File: src/rtl/adc_ctrl_pkg.sv
// Constants shared by the converter sample/convert control block
package adc_ctrl_pkg;

  // ******************************************************************
  // Register map (byte addresses on APB)
  // ******************************************************************
  localparam logic [11:0] CTRL_ONE_ADDR = 12'h000;
  localparam logic [11:0] CHAN_CFG_ADDR = 12'h004;

  // ******************************************************************
  // Field positions of converter_control_one
  // ******************************************************************
  localparam int DONE_BIT = 0;
  localparam int SAMPLE_CONTROL_BIT = 1;
  localparam int AUTO_SAMPLE_START_BIT = 2;
  localparam int SIMULTANEOUS_SAMPLE_SELECT_BIT = 3;
  localparam int SRCG_BIT = 4;
  localparam int SRC_LSB = 5;
  localparam int SRC_MSB = 7;

  // Field positions of channel configuration register
  localparam int CHANNEL_COUNT_SELECT_LSB = 0;
  localparam int CHANNEL_COUNT_SELECT_MSB = 1;
  localparam int TWELVE_BIT = 2;

  // ******************************************************************
  // Reset values and codes
  // ******************************************************************
  localparam logic [15:0] CTRL_ONE_RST = 16'h0000;
  localparam logic [2:0] CHAN_CFG_RST = 3'h0;
  localparam logic [2:0] SRC_MANUAL = 3'h0;
  localparam logic [2:0] SRC_EXTERNAL_INTERRUPT_ZERO = 3'h1;
  localparam logic [2:0] SRC_TMR3 = 3'h2;
  localparam logic [2:0] SRC_PWM_SEV = 3'h3;
  localparam logic [2:0] SRC_TMR5 = 3'h4;
  localparam logic [2:0] SRC_CHARGE_TIME_UNIT = 3'h6;
  localparam logic [2:0] SRC_AUTO = 3'h7;
  localparam logic [1:0] CHANNEL_COUNT_SELECT_ONE = 2'h0;
  localparam logic [1:0] CHANNEL_COUNT_SELECT_TWO = 2'h1;

  // ******************************************************************
  // Timing
  // ******************************************************************
  localparam int CLK_MHZ = 100;
  localparam int AUTO_SAMPLE_NS = 100;
  localparam int AUTO_SAMPLE_CYC = (AUTO_SAMPLE_NS * CLK_MHZ + 999) / 1000;
  localparam int CONV_CYC = 14;

  typedef enum logic [1:0] {
    ST_IDLE,
    ST_SAMPLE,
    ST_CONVERT
  } conv_state_e;

endpackage : adc_ctrl_pkg

File: src/rtl/trig_select.sv
// Trigger source multiplexer for end-of-sampling events
`timescale 1ns/1ps
module trig_select (
  // Selection
  input wire logic src_group_i,
  input wire logic [2:0] src_sel_i,
  // Trigger inputs
  input wire logic [3:0] pattern_trig_i,
  input wire logic [2:0] pwm_gen_trig_i,
  input wire logic pwm_sev_trig_i,
  input wire logic tmr3_trig_i,
  input wire logic tmr5_trig_i,
  input wire logic charge_time_unit_trig_i,
  input wire logic external_interrupt_zero_edge_i,
  input wire logic auto_trig_i,
  // Selected trigger
  output logic trig_o
);
  import adc_ctrl_pkg::*;

  // ******************************************************************
  // Group one: pattern outputs and PWM generator compares
  // ******************************************************************
  logic grp1;
  logic grp0;
  always_comb begin
    unique case (src_sel_i)
      3'h7: grp1 = 1'b0; // Reserved gives no trigger
      3'h6: grp1 = pattern_trig_i[3];
      3'h5: grp1 = pattern_trig_i[2];
      3'h4: grp1 = pattern_trig_i[1];
      3'h3: grp1 = pattern_trig_i[0];
      3'h2: grp1 = pwm_gen_trig_i[2];
      3'h1: grp1 = pwm_gen_trig_i[1];
      3'h0: grp1 = pwm_gen_trig_i[0];
    endcase
  end

  // Group zero: timers, charge unit, pin, internal counter
  always_comb begin
    unique case (src_sel_i)
      SRC_AUTO: grp0 = auto_trig_i;
      SRC_CHARGE_TIME_UNIT: grp0 = charge_time_unit_trig_i;
      SRC_TMR5: grp0 = tmr5_trig_i;
      SRC_PWM_SEV: grp0 = pwm_sev_trig_i;
      SRC_TMR3: grp0 = tmr3_trig_i;
      SRC_EXTERNAL_INTERRUPT_ZERO: grp0 = external_interrupt_zero_edge_i;
      default: grp0 = 1'b0; // Manual and reserved codes
    endcase
  end

  assign trig_o = src_group_i ? grp1 : grp0;

endmodule : trig_select

File: src/rtl/adc_sample_convert_control.sv
// Sample/convert sequencing control with APB register access
//
// How it works
// - Group one codes pick pattern outputs 12-15
// - Group one low codes pick PWM generators
// - Group zero: counter, charge unit, Timer5
// - Group zero: special event, Timer3, pin edge
// - Code zero: clearing sample bit converts
// - Simultaneous bit only multi-channel, not 12-bit
// - Simultaneous samples four or two channels
// - Otherwise channels sampled one by one
// - Auto start sets sample bit after conversion
// - Without auto start, software starts sampling
// - Sample bit shows sampling versus holding
// - Other codes: hardware clears sample bit
// - Done set on completion, low otherwise
// - Software clears done, never sets it
// - Done cleared when new conversion starts
//
// Added by the designer: the APB register port and the register offsets.
`timescale 1ns/1ps
module adc_sample_convert_control #(
  parameter int CONV_CYCLES = adc_ctrl_pkg::CONV_CYC,
  parameter int AUTO_CYCLES = adc_ctrl_pkg::AUTO_SAMPLE_CYC
) (
  // Clock and reset
  input wire logic ref_clk_i,
  input wire logic sys_rst_i,
  // APB slave
  input wire logic psel_i,
  input wire logic penable_i,
  input wire logic pwrite_i,
  input wire logic [11:0] paddr_i,
  input wire logic [31:0] pwdata_i,
  input wire logic [3:0] pstrb_i,
  output logic [31:0] prdata_o,
  output logic pready_o,
  output logic pslverr_o,
  // Trigger sources
  input wire logic [3:0] pattern_trig_i,
  input wire logic [2:0] pwm_gen_trig_i,
  input wire logic pwm_sev_trig_i,
  input wire logic tmr3_trig_i,
  input wire logic tmr5_trig_i,
  input wire logic charge_time_unit_trig_i,
  input wire logic external_interrupt_zero_i,
  // Analog front end
  output logic [3:0] sample_hold_en_o,
  output logic conv_start_o,
  output logic [1:0] conv_chan_o
);
  import adc_ctrl_pkg::*;

  // ******************************************************************
  // Registers
  // ******************************************************************
  logic [2:0] src_sel_r;
  logic src_group_r;
  logic simultaneous_sample_select_r;
  logic auto_start_r;
  logic sample_control_r;
  logic done_r;
  logic [1:0] channel_count_select_r;
  logic twelve_r;
  logic external_interrupt_zero_q_r;
  conv_state_e state_r, state_nxt;
  logic [15:0] cnt_r, cnt_nxt;
  logic [1:0] chan_r, chan_nxt;
  logic [31:0] prdata_r;

  // ******************************************************************
  // APB decode
  // ******************************************************************
  wire acc = psel_i & penable_i;
  wire hit_ctrl = paddr_i == CTRL_ONE_ADDR;
  wire hit_chan = paddr_i == CHAN_CFG_ADDR;
  wire mapped = hit_ctrl | hit_chan;
  wire wr_ctrl = acc & pwrite_i & hit_ctrl & pstrb_i[0];
  wire wr_chan = acc & pwrite_i & hit_chan & pstrb_i[0];
  wire wr_sample_control = wr_ctrl & pwdata_i[SAMPLE_CONTROL_BIT];
  wire wr_samp0 = wr_ctrl & ~pwdata_i[SAMPLE_CONTROL_BIT];
  wire wr_done0 = wr_ctrl & ~pwdata_i[DONE_BIT];
  // Zero-wait slave; unmapped addresses answer with an error
  assign pready_o = 1'b1;
  assign pslverr_o = acc & ~mapped;
  assign prdata_o = prdata_r;

  // Simultaneous bit is forced off in 12-bit mode
  wire simultaneous_sample_select_eff = simultaneous_sample_select_r & ~twelve_r;
  wire multi = channel_count_select_r != CHANNEL_COUNT_SELECT_ONE;
  wire simul = simultaneous_sample_select_eff & multi;
  // A write that changes the bit in the start cycle already shapes the first sample
  wire simultaneous_sample_select_wr = wr_ctrl ? pwdata_i[SIMULTANEOUS_SAMPLE_SELECT_BIT] : simultaneous_sample_select_r;
  wire simul_nxt = simultaneous_sample_select_wr & ~twelve_r & multi;
  // Channels in one sequence: 1, 2 or 4
  wire [1:0] last_chan = (channel_count_select_r == CHANNEL_COUNT_SELECT_ONE) ? 2'h0 : (channel_count_select_r == CHANNEL_COUNT_SELECT_TWO) ? 2'h1 : 2'h3;

  wire [15:0] ctrl_rd = {8'h00, src_sel_r, src_group_r, simultaneous_sample_select_eff, auto_start_r,
                         sample_control_r, done_r};

  // ******************************************************************
  // Triggers
  // ******************************************************************
  wire external_interrupt_zero_edge = external_interrupt_zero_i & ~external_interrupt_zero_q_r; // Rising edge as active transition
  wire auto_trig = (state_r == ST_SAMPLE) && (cnt_r == 16'(AUTO_CYCLES - 1));
  logic sel_trig;

  trig_select u_trig (
    .src_group_i(src_group_r),
    .src_sel_i(src_sel_r),
    .pattern_trig_i(pattern_trig_i),
    .pwm_gen_trig_i(pwm_gen_trig_i),
    .pwm_sev_trig_i(pwm_sev_trig_i),
    .tmr3_trig_i(tmr3_trig_i),
    .tmr5_trig_i(tmr5_trig_i),
    .charge_time_unit_trig_i(charge_time_unit_trig_i),
    .external_interrupt_zero_edge_i(external_interrupt_zero_edge),
    .auto_trig_i(auto_trig),
    .trig_o(sel_trig)
  );

  wire manual = ~src_group_r & (src_sel_r == SRC_MANUAL);
  // A write that selects manual mode and clears the sample bit also ends sampling
  wire manual_wr = wr_ctrl & ~pwdata_i[SRCG_BIT] &
                   (pwdata_i[SRC_MSB:SRC_LSB] == SRC_MANUAL);
  // End of sampling: software clear in manual mode, hardware trigger otherwise
  wire end_sample = (state_r == ST_SAMPLE) &
                    ((manual | manual_wr) ? wr_samp0 : sel_trig);
  wire conv_last = (state_r == ST_CONVERT) && (cnt_r == 16'(CONV_CYCLES - 1));
  // Every sampled channel is converted in turn, in both sampling modes
  wire seq_more = conv_last & (chan_r != last_chan);
  wire conv_end = conv_last & ~seq_more;
  wire start_sample = (state_r == ST_IDLE) &
                      (auto_start_r | wr_sample_control);

  // ******************************************************************
  // Sequencer
  // ******************************************************************
  always_comb begin
    state_nxt = state_r;
    cnt_nxt = cnt_r + 16'h0001;
    chan_nxt = chan_r;
    unique case (state_r)
      ST_IDLE: begin
        cnt_nxt = '0;
        if (start_sample) begin
          state_nxt = ST_SAMPLE;
        end
      end
      ST_SAMPLE: begin
        if (end_sample) begin
          state_nxt = ST_CONVERT;
          cnt_nxt = '0;
          chan_nxt = 2'h0;
        end
      end
      ST_CONVERT: begin
        if (seq_more) begin
          cnt_nxt = '0;
          chan_nxt = chan_r + 2'h1;
        end else if (conv_end) begin
          // Auto start resamples at once after the last conversion
          state_nxt = auto_start_r ? ST_SAMPLE : ST_IDLE;
          cnt_nxt = '0;
        end
      end
    endcase
  end

  // State registers
  always_ff @(posedge ref_clk_i or posedge sys_rst_i) begin
    if (sys_rst_i) begin
      state_r <= ST_IDLE;
      cnt_r <= '0;
      chan_r <= '0;
      external_interrupt_zero_q_r <= 1'b0;
    end else begin
      state_r <= state_nxt;
      cnt_r <= cnt_nxt;
      chan_r <= chan_nxt;
      external_interrupt_zero_q_r <= external_interrupt_zero_i;
    end
  end

  // Sample bit tracks sampling; hardware set on auto start
  wire sample_control_nxt = (state_nxt == ST_SAMPLE);

  // Done: set on completion wins; cleared at new conversion start
  // Software may only clear; a written one is ignored
  wire done_nxt = conv_end ? 1'b1 : (end_sample | wr_done0) ? 1'b0 : done_r;

  // Control register fields
  always_ff @(posedge ref_clk_i or posedge sys_rst_i) begin
    if (sys_rst_i) begin
      {src_sel_r, src_group_r, simultaneous_sample_select_r, auto_start_r} <= CTRL_ONE_RST[SRC_MSB:AUTO_SAMPLE_START_BIT];
      sample_control_r <= CTRL_ONE_RST[SAMPLE_CONTROL_BIT];
      done_r <= CTRL_ONE_RST[DONE_BIT];
      {twelve_r, channel_count_select_r} <= CHAN_CFG_RST;
    end else begin
      if (wr_ctrl) begin
        src_sel_r <= pwdata_i[SRC_MSB:SRC_LSB];
        src_group_r <= pwdata_i[SRCG_BIT];
        simultaneous_sample_select_r <= pwdata_i[SIMULTANEOUS_SAMPLE_SELECT_BIT];
        auto_start_r <= pwdata_i[AUTO_SAMPLE_START_BIT];
      end
      if (wr_chan) begin
        channel_count_select_r <= pwdata_i[CHANNEL_COUNT_SELECT_MSB:CHANNEL_COUNT_SELECT_LSB];
        twelve_r <= pwdata_i[TWELVE_BIT];
      end
      sample_control_r <= sample_control_nxt;
      done_r <= done_nxt;
    end
  end

  // Read data registered at the setup phase
  always_ff @(posedge ref_clk_i or posedge sys_rst_i) begin
    if (sys_rst_i) begin
      prdata_r <= '0;
    end else if (psel_i & ~penable_i & ~pwrite_i) begin
      prdata_r <= hit_ctrl ? {16'h0000, ctrl_rd} :
                  hit_chan ? {29'h0, twelve_r, channel_count_select_r} : 32'h0000_0000;
    end
  end

  // ******************************************************************
  // Front-end drive
  // ******************************************************************
  logic [3:0] sh_nxt;
  always_comb begin
    sh_nxt = 4'h0;
    if (state_nxt == ST_SAMPLE) begin
      if (simul_nxt) begin
        sh_nxt = (channel_count_select_r == CHANNEL_COUNT_SELECT_TWO) ? 4'h3 : 4'hf;
      end else begin
        sh_nxt = 4'h1; // Channel 0 first when sampling in turn
      end
    end else if (state_nxt == ST_CONVERT && ~simul && chan_nxt != last_chan) begin
      // Next channel samples alone while the current one converts
      sh_nxt = 4'h1 << (chan_nxt + 2'h1);
    end
  end

  always_ff @(posedge ref_clk_i or posedge sys_rst_i) begin
    if (sys_rst_i) begin
      sample_hold_en_o <= 4'h0;
      conv_start_o <= 1'b0;
      conv_chan_o <= 2'h0;
    end else begin
      sample_hold_en_o <= sh_nxt;
      conv_start_o <= end_sample | seq_more; // One pulse per channel conversion
      conv_chan_o <= end_sample ? 2'h0 : seq_more ? chan_r + 2'h1 : conv_chan_o;
    end
  end

endmodule : adc_sample_convert_control

File: config.mk
export PLATFORM = sky130hd
export DESIGN_NAME = adc_sample_convert_control
export DESIGN_NICKNAME = d
export VERILOG_FILES = /design/src/rtl/adc_ctrl_pkg.sv /design/src/rtl/trig_select.sv /design/src/rtl/adc_sample_convert_control.sv
export SDC_FILE = /design/constraint.sdc
export NUM_CORES = 1
export LEC_CHECK = 0
export BUFFER_PORTS_ARGS = -buffer_cell sky130_fd_sc_hd__buf_2
export CAP_MARGIN = 20
export CELL_PAD_IN_SITES_DETAIL_PLACEMENT = 1
export CELL_PAD_IN_SITES_GLOBAL_PLACEMENT = 1
export CORE_MARGIN = 2
export CORE_UTILIZATION = 30
export CTS_BUF_LIST = sky130_fd_sc_hd__clkbuf_8
export DETAILED_ROUTE_END_ITERATION = 10
export GPL_TIMING_DRIVEN = 0
export HOLD_SLACK_MARGIN = 0.08
export PLACE_DENSITY = 0.77
export SLEW_MARGIN = 20
export SYNTH_ARGS = -nofsm -noshare
export SYNTH_HDL_FRONTEND = slang
export SYNTH_SLANG_ARGS = --single-unit
export TNS_END_PERCENT = 5
File: constraint.sdc
create_clock -name ref_clk_i -period 3.2 [get_ports ref_clk_i]
set_input_delay 0.16 -clock ref_clk_i [delete_from_list [all_inputs] [get_ports ref_clk_i]]
set_output_delay 0.16 -clock ref_clk_i [all_outputs]
set_load 0.03 [all_outputs]
Word-level counts from Yosys, hierarchy flattened:

Index checks and enable logic that the tools add are counted.

* register bits after elaboration: 71
* input bits: 65
* output and inout bits: 41
* logic and storage cells: 119

* add/sub/neg operators: 3
* equal/unequal tests: 17
* shift-type cells: 1
* muxes and demuxes: 30
* bitwise operators: 40
* reduce and logical (&&, ||, !) cells: 12

Operators by type and width (count)
* 2-to-1 mux 16 bit: 3
* case mux 16 bit (3 select lines): 1
* equality test 16 x 4 -> 1 bit, second input constant: 2
* AND 1 bit: 24
* 2-to-1 mux 2 bit: 10
* adder 16 x 1 -> 16 bit, second input constant: 1
* 2-to-1 mux 4 bit: 4
* equality test 12 x 3 -> 1 bit, second input constant: 1
* equality test 3 bit, second input constant: 4
* logical NOT 12 bit: 1
* NOT 1 bit: 11
* 2-to-1 mux 8 bit: 1
* case mux 1 bit (8 select lines): 1
* equality test 2 x 1 -> 1 bit, second input constant: 3
* equality test 3 x 2 -> 1 bit, second input constant: 2
* logical NOT 3 bit: 2
* 2-to-1 mux 1 bit: 6
* case mux 1 bit (6 select lines): 1
* case mux 2 bit (3 select lines): 1
* nonzero test 2 bit: 3
* OR 1 bit: 5
* adder 2 x 1 -> 2 bit, second input constant: 2
* equality test 2 bit, second input constant: 2
* logical AND 1 bit: 4
* other kinds (6): 8

Depth between registers and ports, before layout:

Gate-level depths: netlist of run 1.

* depth after elaboration: 16
* mapped depth: 11
* depth with buffers taken out: 11

Cells and area by module:

From an unflattened synthesis of run 1, not the netlist that was laid out.

* cell total of the unflattened synthesis: 297
* area total of the unflattened synthesis: 2897.8 sq um

By module, submodules not included
* adc_sample_convert_control: times used 1, cells each 279, area an instance 2738.9 sq um, seq. area each 1176.1 sq um
* trig_select: times used 1, cells each 18, area an instance 158.9 sq um, seq. area each 0.0 sq um

Worst setup path after synthesis of run 1:

No wires, ideal clock.

* path type: register -> register
* start point: register cnt_r[1]
* end point: register sample_hold_en_o[2]
* setup time: 78 ps
* data arrival time: 2397 ps
* required time: 3122 ps
* setup slack: 725 ps
* stages on the path, launching flop included: 11
* buffers on the path: 0
* clock period less this slack: 2475 ps
* cell sequence: dfrtp_1 > inv_1 > ha_1 > nor4b_1 > nand4_1 > or4_4 > o21ai_2 > o21ai_1 > o21bai_1 > or4_1 > a21oi_1

* cells in the longest elaborated chain, start to end: 13
* elaborated cells between the ends (all ways): 27
* those cells by class: add/sub: 1; eq/ne: 5; shift: 1; mux: 12; bitwise: 4; reduce/logical: 4

Ends and longest elaborated chain
* start: declaration: line adc_sample_convert_control.sv:67 `logic [15:0] cnt_r, cnt_nxt;`
* start signal: assignment: line adc_sample_convert_control.sv:179 `cnt_r <= cnt_nxt;`
* branches (longest 12 deep; another with adder 2 x 1 -> 2 bit)
* 2-to-1 mux 4 bit *: line adc_sample_convert_control.sv:231 `if (state_nxt == ST_SAMPLE) begin`
* net sh_nxt[2]: line adc_sample_convert_control.sv:228 `logic [3:0] sh_nxt;`
* end signal: assignment: line adc_sample_convert_control.sv:249 `sample_hold_en_o <= sh_nxt;`
* end: declaration: line adc_sample_convert_control.sv:48 `output logic [3:0] sample_hold_en_o,`

Mark *: on every way through the listed nets, which the timed path passes.
A chain may end at the register's enable or synchronous reset.

Worst setup path in the final report of run 1:

Ends and elaborated chain as after synthesis.

==> impl_metrics.yaml, run 1 <==
synthesis:
  async_reset_ff_share_pct: 100
  seq_area_frac_synth_pct: 41.2
  synth_edf_count: 0
  synth.top_cell.area_share_pct: 41.2
  synth_ff_type: "dfrtp_1"
  synthCells: 294
  synth_area_mm2: 0.00286
  synth_largest_area_cell: "dfrtp_1"
  ys_warn_count: 0
  netlist-cell-type-count: 61
  ys_ff_latch: 47
  synth_common_cells: "47 x dfrtp_1, 33 x nor2_1, 27 x buf_4"
  avgSynthCellArea_um2: 9.72
  synthMostInstantiatedCell: "dfrtp_1"
  yosys-top-cells-area: "dfrtp_1 41%, buf_4 7.1%, nor2_1 4.3%, xor2_1 3.4%, mux2_2 2.8%"
cts:
  clk_latency_ns: 0.31
  htree_num_levels: 2
  clock_sink_count: 47
  cts.path.max_buffers: 2
  tritoncts: "built"
  postCtsSetupBuffers: 0
  path_clk_slew_ns: 0.09
  root_buffer: "clkbuf_8"
  numCtsBuffers: 5
power_and_ir_drop:
  intPower_mw: 0.792
  combPwrFrac_pct: 11.8
  p_sw_mw: 0.294
  ir_worst_vdd_mv: 0.151
  pwr-share-seq_pct: 54.7
  power_frac_clock_pct: 33.5
  fin_total_pwr_mw: 1.09
  netSwitchingFraction_pct: 27.1
  p_per_area_mw_per_mm2: 310
  power.leakage_nw: 1.69
layout:
  areaGrowthSynthToFinish_pct: 22.6
  final_layout_size_suffix_gt1_share_pct: 30.2
  n_fill_cell: 1107
  final_net_count: 450
  diodes: 0
sta:
  timing.hold.ws_ns: 0.0969
  finalCritPeriodShare_pct: 88.8
  tns_ns: 0
  rsz0062_at_grt: "no"
  finalSetupViolCount: 0
  worst_slew_pin_slew_ns: 0.552
  fin_skew_ns: 0.00626
  period_needed_ns: 2.84
  relSlewSlack_pct: 62.8
  max_clock_freq_ghz: 0.352
  drv_slew: 0
  hold_violations: 0
die:
  start_util_pct: 30.9
  num_rows: 35
  io_pins: 106
  die_w_um: 102
  core_area_mm2: 0.00924
  die_height_um: 102
  dieArea_mm2: 0.0103
global_routing:
  grt_pass1_wl_um: 11800
  grt_max_degree: 28
  first_global_vias: 2526
  grt_usage_pct: 14.5
  antenna_found_initial: 0
  grt_overflow: 0
setup_path:
  worst-setup-path-type: "flip-flop to flip-flop"
  cp.required_ns: 3.44
  worstPathArrival_ns: 3.08
  path_max_fanout: 4
  crit_path_start_kind: "flip-flop"
  rrSetupSlack_ns: 0.36
  cp-end-kind: "flip-flop"
detailed_routing:
  vias: 2390
  wire_per_inst_um: 14.1
  dr.pass1.iters: 5
  ant_nets: 0
  drt_iter0_markers: 71
  avgViaCountPerCell: 4.69
  drc: 0
  drt-total-wl_um: 7200
placed_design:
  numPortBuffers: 52
  gp_congestion: 0.837
  hpwl_um: 5620
flow_run:
  max-cap-violations: 0
worst_hold_path:
  hold_path_class: "input pin to flip-flop"
status:
  status: "finished, final reports clean"
-- critical path, stage by stage (launching register included) --
cell      delay (ns)
dfrtp_1         0.41
inv_1           0.06
ha_1            0.17
nor4b_1         0.26
nand4_1         0.17
or4_4           0.54
o21ai_2         0.17
o21ai_1         0.10
o21bai_1        0.21
or4_1           0.51
a21oi_1         0.17
-- sequential cells by signal, indices dropped and copies added, names as in the netlist, 2 cells and up --
register and cells:
cnt_r 16, src_sel_r 3, sample_hold_en_o 4, chan_r 2
channel_count_select_r 2, prdata_o 8, conv_chan_o 2, state_r 2
-- path summary, 6_finish.rpt --
check                                  from                   to  depth (start not counted)
worst max-delay path               cnt_r[1]  sample_hold_en_o[2]                         10
worst min-delay path            pwdata_i[6]         src_sel_r[1]                          2
worst max register to register     cnt_r[1]  sample_hold_en_o[2]                         10
worst min register to register  prdata_o[1]          prdata_o[1]                          2
max in group asynchronous         sys_rst_i               done_r                          4
min in group asynchronous         sys_rst_i             cnt_r[4]                          3
-- cell families (layout without fill, tap and decap cells) --
kind of cell,count (synthesis),after routing,synth area share [%]
other,2,25,0.263
buffers and inverters,52,116,10.8
adders and majority gates,5,5,2.19
muxes,13,13,5.30
DFF,47,47,41.2
and+or+nand+nor,107,107,21.8
xor gates and xnor gates,17,17,5.21
AOI/OAI and AO/OA,51,51,13.3
-- layer usage --
| metal | wire [µm] | part of all wire (%) | global-route usage [%] | vias up |
|---|---|---|---|---|
| li1 | - | - | - | 1161 |
| met1 | 3040 | 42 | 16.4 | 1165 |
| met2 | 3740 | 52 | 27.1 | 55 |
| met3 | 310 | 4.3 | 2.69 | 9 |
| met4 | 115 | 1.6 | 4.78 | 0 |
| met5 | 0 | 0 | 0 | - |
-- layout make-up --
cell class / count / area [µm²] / share of cell area (%)
multi-input cells: 218 / 1470 / 41.8
repair buffers: 56 / 310 / 8.86
clock inverters: 3 / 12.5 / 0.357
inverters: 16 / 60.1 / 1.71
clock buffers: 5 / 68.8 / 1.96
well taps: 129 / 161 / 4.61
flip-flops and latches: 47 / 1180 / 33.6
plain buffers: 36 / 248 / 7.07
-- what timing repair did --
| item | in CTS | in global routing |
|---|---|---|
| endpoints found under the setup margin | 0 | 1 |
| resized for setup | 0 | 1 |
| hold buffers | 3 | 0 |
| hold endpoints to repair | 22 | 0 |
-- metrics by stage --
stage | cell area (µm²) | instances | worst slack (ns) | util [%]
floorplan | 2940 | 317 | 0.725 | -
global placement | 3360 | 498 | 0.365 | 36.4
detailed placement | 3380 | 499 | 0.284 | 36.6
CTS | 3500 | 510 | 0.238 | 37.8
global route | 3500 | 510 | 0.0304 | 37.9
finish | 3500 | 510 | 0.358 | 37.9
-- power by group through the flow --
stage	Sequential [mW]	Combinational, mW	Clock [mW]
2_1_floorplan	0.606	0.0865	0
3_3_place_gp	0.606	0.120	0
3_5_place_dp	0.606	0.125	0
4_1_cts	0.594	0.128	0.372
5_1_grt	0.594	0.138	0.393
6_report	0.594	0.128	0.363
-- layout by cell type (no fill, tap or decap), drive strengths merged, types with 2 or more instances in the layout --
cell,Yosys,layout
dfrtp,47,47
nor4,8,8
nand2,19,19
a21oi,8,8
o211a,2,2
nand4,5,5
conb,2,25
a211oi,3,3
nor2,33,33
a31oi,2,2
inv,16,18
xnor2,6,6
o31ai,3,3
o21ai,11,11
or4,2,2
o21bai,2,2
or2,2,2
and3,5,5
dlygate4sd3,0,3
nand3,14,14
clkbuf,4,9
buf,32,85
nor3,4,4
and4,5,5
mux2,7,7
a22o,5,5
o2111a,2,2
ha,5,5
xor2,11,11
nor4b,3,3
nand2b,2,2
mux2i,5,5
(Power assumes the default switching activity.)
==> run 2: changes to the inputs <==
--- a/config.mk
+++ b/config.mk
@@ -16,7 +16,8 @@
 export GPL_TIMING_DRIVEN = 0
 export HOLD_SLACK_MARGIN = 0.08
 export PLACE_DENSITY = 0.77
-export SLEW_MARGIN = 20
+export REMOVE_ABC_BUFFERS = 1
+export SLEW_MARGIN = 5
 export SYNTH_ARGS = -nofsm -noshare
 export SYNTH_HDL_FRONTEND = slang
 export SYNTH_SLANG_ARGS = --single-unit
==> constraint.sdc (replaced) <==
create_clock -name ref_clk_i -period 3.4 [get_ports ref_clk_i]
set_input_delay 0.17 -clock ref_clk_i [delete_from_list [all_inputs] [get_ports ref_clk_i]]
set_output_delay 0.17 -clock ref_clk_i [all_outputs]
set_load 0.03 [all_outputs]
==> impl_metrics.yaml, run 2 (synthesis gave the netlist of run 1 again) <==
status:
  status: "finished, final reports clean"
detailed_routing:
  dr.pass1.iters: 4
  drt_iter0_markers: 58
  vias: 2244
  drt-total-wl_um: 7040
  ant_nets: 0
  wire_per_inst_um: 14.8
  drc: 0
  avgViaCountPerCell: 4.73
power_and_ir_drop:
  pwr-share-seq_pct: 55.5
  power.leakage_nw: 1.51
  p_sw_mw: 0.263
  power_frac_clock_pct: 35.0
  combPwrFrac_pct: 9.5
  fin_total_pwr_mw: 1.01
  p_per_area_mw_per_mm2: 310
  ir_worst_vdd_mv: 0.139
  intPower_mw: 0.745
  netSwitchingFraction_pct: 26.1
setup_path:
  cp-startpoint: "cnt_r[1]"
  cp-end-kind: "flip-flop"
  worst-setup-path-type: "flip-flop to flip-flop"
  cp.required_ns: 3.63
  worstPathArrival_ns: 3.19
  path_max_fanout: 5
  worstReg2RegStart: "cnt_r[1]"
  crit_path_start_kind: "flip-flop"
layout:
  final_common_cell: "buf_2"
  diodes: 0
  stdcell_area_mm2: 0.00326
  areaGrowthSynthToFinish_pct: 14.0
  final_cell_mix: "53 x buf_2, 47 x dfrtp_1, 33 x nor2_1"
  largest_register: "cnt_r"
  largest_reg_flops: 16
  final_layout_size_suffix_gt1_share_pct: 24.9
  final_net_count: 415
global_routing:
  grt_overflow: 0
  grt_pass1_wl_um: 11600
  antenna_found_initial: 0
  grt_usage_pct: 14.2
  grt_max_degree: 34
  first_global_vias: 2430
sta:
  fin_skew_ns: 0.00796
  period_needed_ns: 2.95
  hold_violations: 0
  drv_slew: 0
  worst_slew_pin_slew_ns: 0.585
  rsz0062_at_grt: "no"
  max_clock_freq_ghz: 0.339
  relSlewSlack_pct: 60.8
  tns_ns: 0
  finalSetupViolCount: 0
  finalCritPeriodShare_pct: 86.9
die:
  die_w_um: 102
  dieArea_mm2: 0.0103
  core_area_mm2: 0.00924
  num_rows: 35
  io_pins: 106
  start_util_pct: 30.9
  die_height_um: 102
cts:
  root_buffer: "clkbuf_8"
  clk_latency_ns: 0.31
  cts.path.max_buffers: 2
  htree_num_levels: 2
  tritoncts: "built"
  path_clk_slew_ns: 0.09
  clock_sink_count: 47
  numCtsBuffers: 5
placed_design:
  place_area_mm2: 0.00314
  gp_congestion: 0.798
  numPortBuffers: 53
  hpwl_um: 5290
flow_run:
  max-cap-violations: 0
worst_hold_path:
  min_from: "pwdata_i[2]"
  hold_path_class: "input pin to flip-flop"
==> run 2: timing repair <==
action,4_1_cts,5_1_grt
resized for setup,0,0
buffers inserted,0,0
endpoints found under the hold margin,15,0
hold buffers,2,0
==> run 2: critical path, stage by stage, from the launching register on <==
cell	delay, ns
dfrtp_1	0.42
inv_1	0.07
ha_1	0.15
nor4b_1	0.22
and4_1	0.30
a211o_1	0.20
nand3_1	0.13
a31oi_1	0.44
a21oi_1	0.25
or4_1	0.55
a21oi_1	0.15
==> run 2: power by group through the flow <==
stage,Combinational [mW],Clock [mW],Sequential [mW]
2_1_floorplan,0.0563,0,0.571
3_3_place_gp,0.0895,0,0.571
3_5_place_dp,0.0950,0,0.571
4_1_cts,0.0969,0.365,0.560
5_1_grt,0.105,0.394,0.560
6_report,0.0956,0.353,0.559
==> run 2: final timing paths <==
check | end | slack (ns) | depth (start not counted)
worst min-delay path | twelve_r | 0.1 | 3
min in group asynchronous | src_sel_r[2] | 0.37 | 3
worst max register to register | sample_hold_en_o[2] | 0.45 | 10
worst min register to register | prdata_o[2] | 0.48 | 2
max in group asynchronous | sample_hold_en_o[0] | 2.53 | 4
worst max-delay path | sample_hold_en_o[2] | 0.45 | 10
==> run 2: final cells by class <==
type | instances | area [µm²]
sequential | 47 | 1180
tap | 129 | 161
inverter | 16 | 60.1
timing repair buffer | 57 | 313
clock buffer | 6 | 82.6
fill | 1093 | 5980
clock inverter | 1 | 5.00
multi-input combinational | 218 | 1460
==> run 2: through the flow <==
step	util [%]	setup WS [ns]	std cells	hold slack, ns
3_5_place_dp	34.0	0.546	464	0.161
2_1_floorplan	-	0.925	281	0.201
4_1_cts	35.2	0.436	473	0.0978
3_3_place_gp	33.8	0.593	463	0.292
6_report	35.2	0.447	474	0.0951
5_1_grt	35.2	0.239	474	0.103
==> run 2: layer usage <==
metal | up-vias | GRT usage [%] | part of all wire [%]
met4 | 0 | 3.53 | 1.1
met3 | 7 | 3.52 | 4.9
met5 | - | 0 | 0
li1 | 1080 | - | -
met2 | 56 | 26.4 | 52
met1 | 1101 | 16.3 | 42
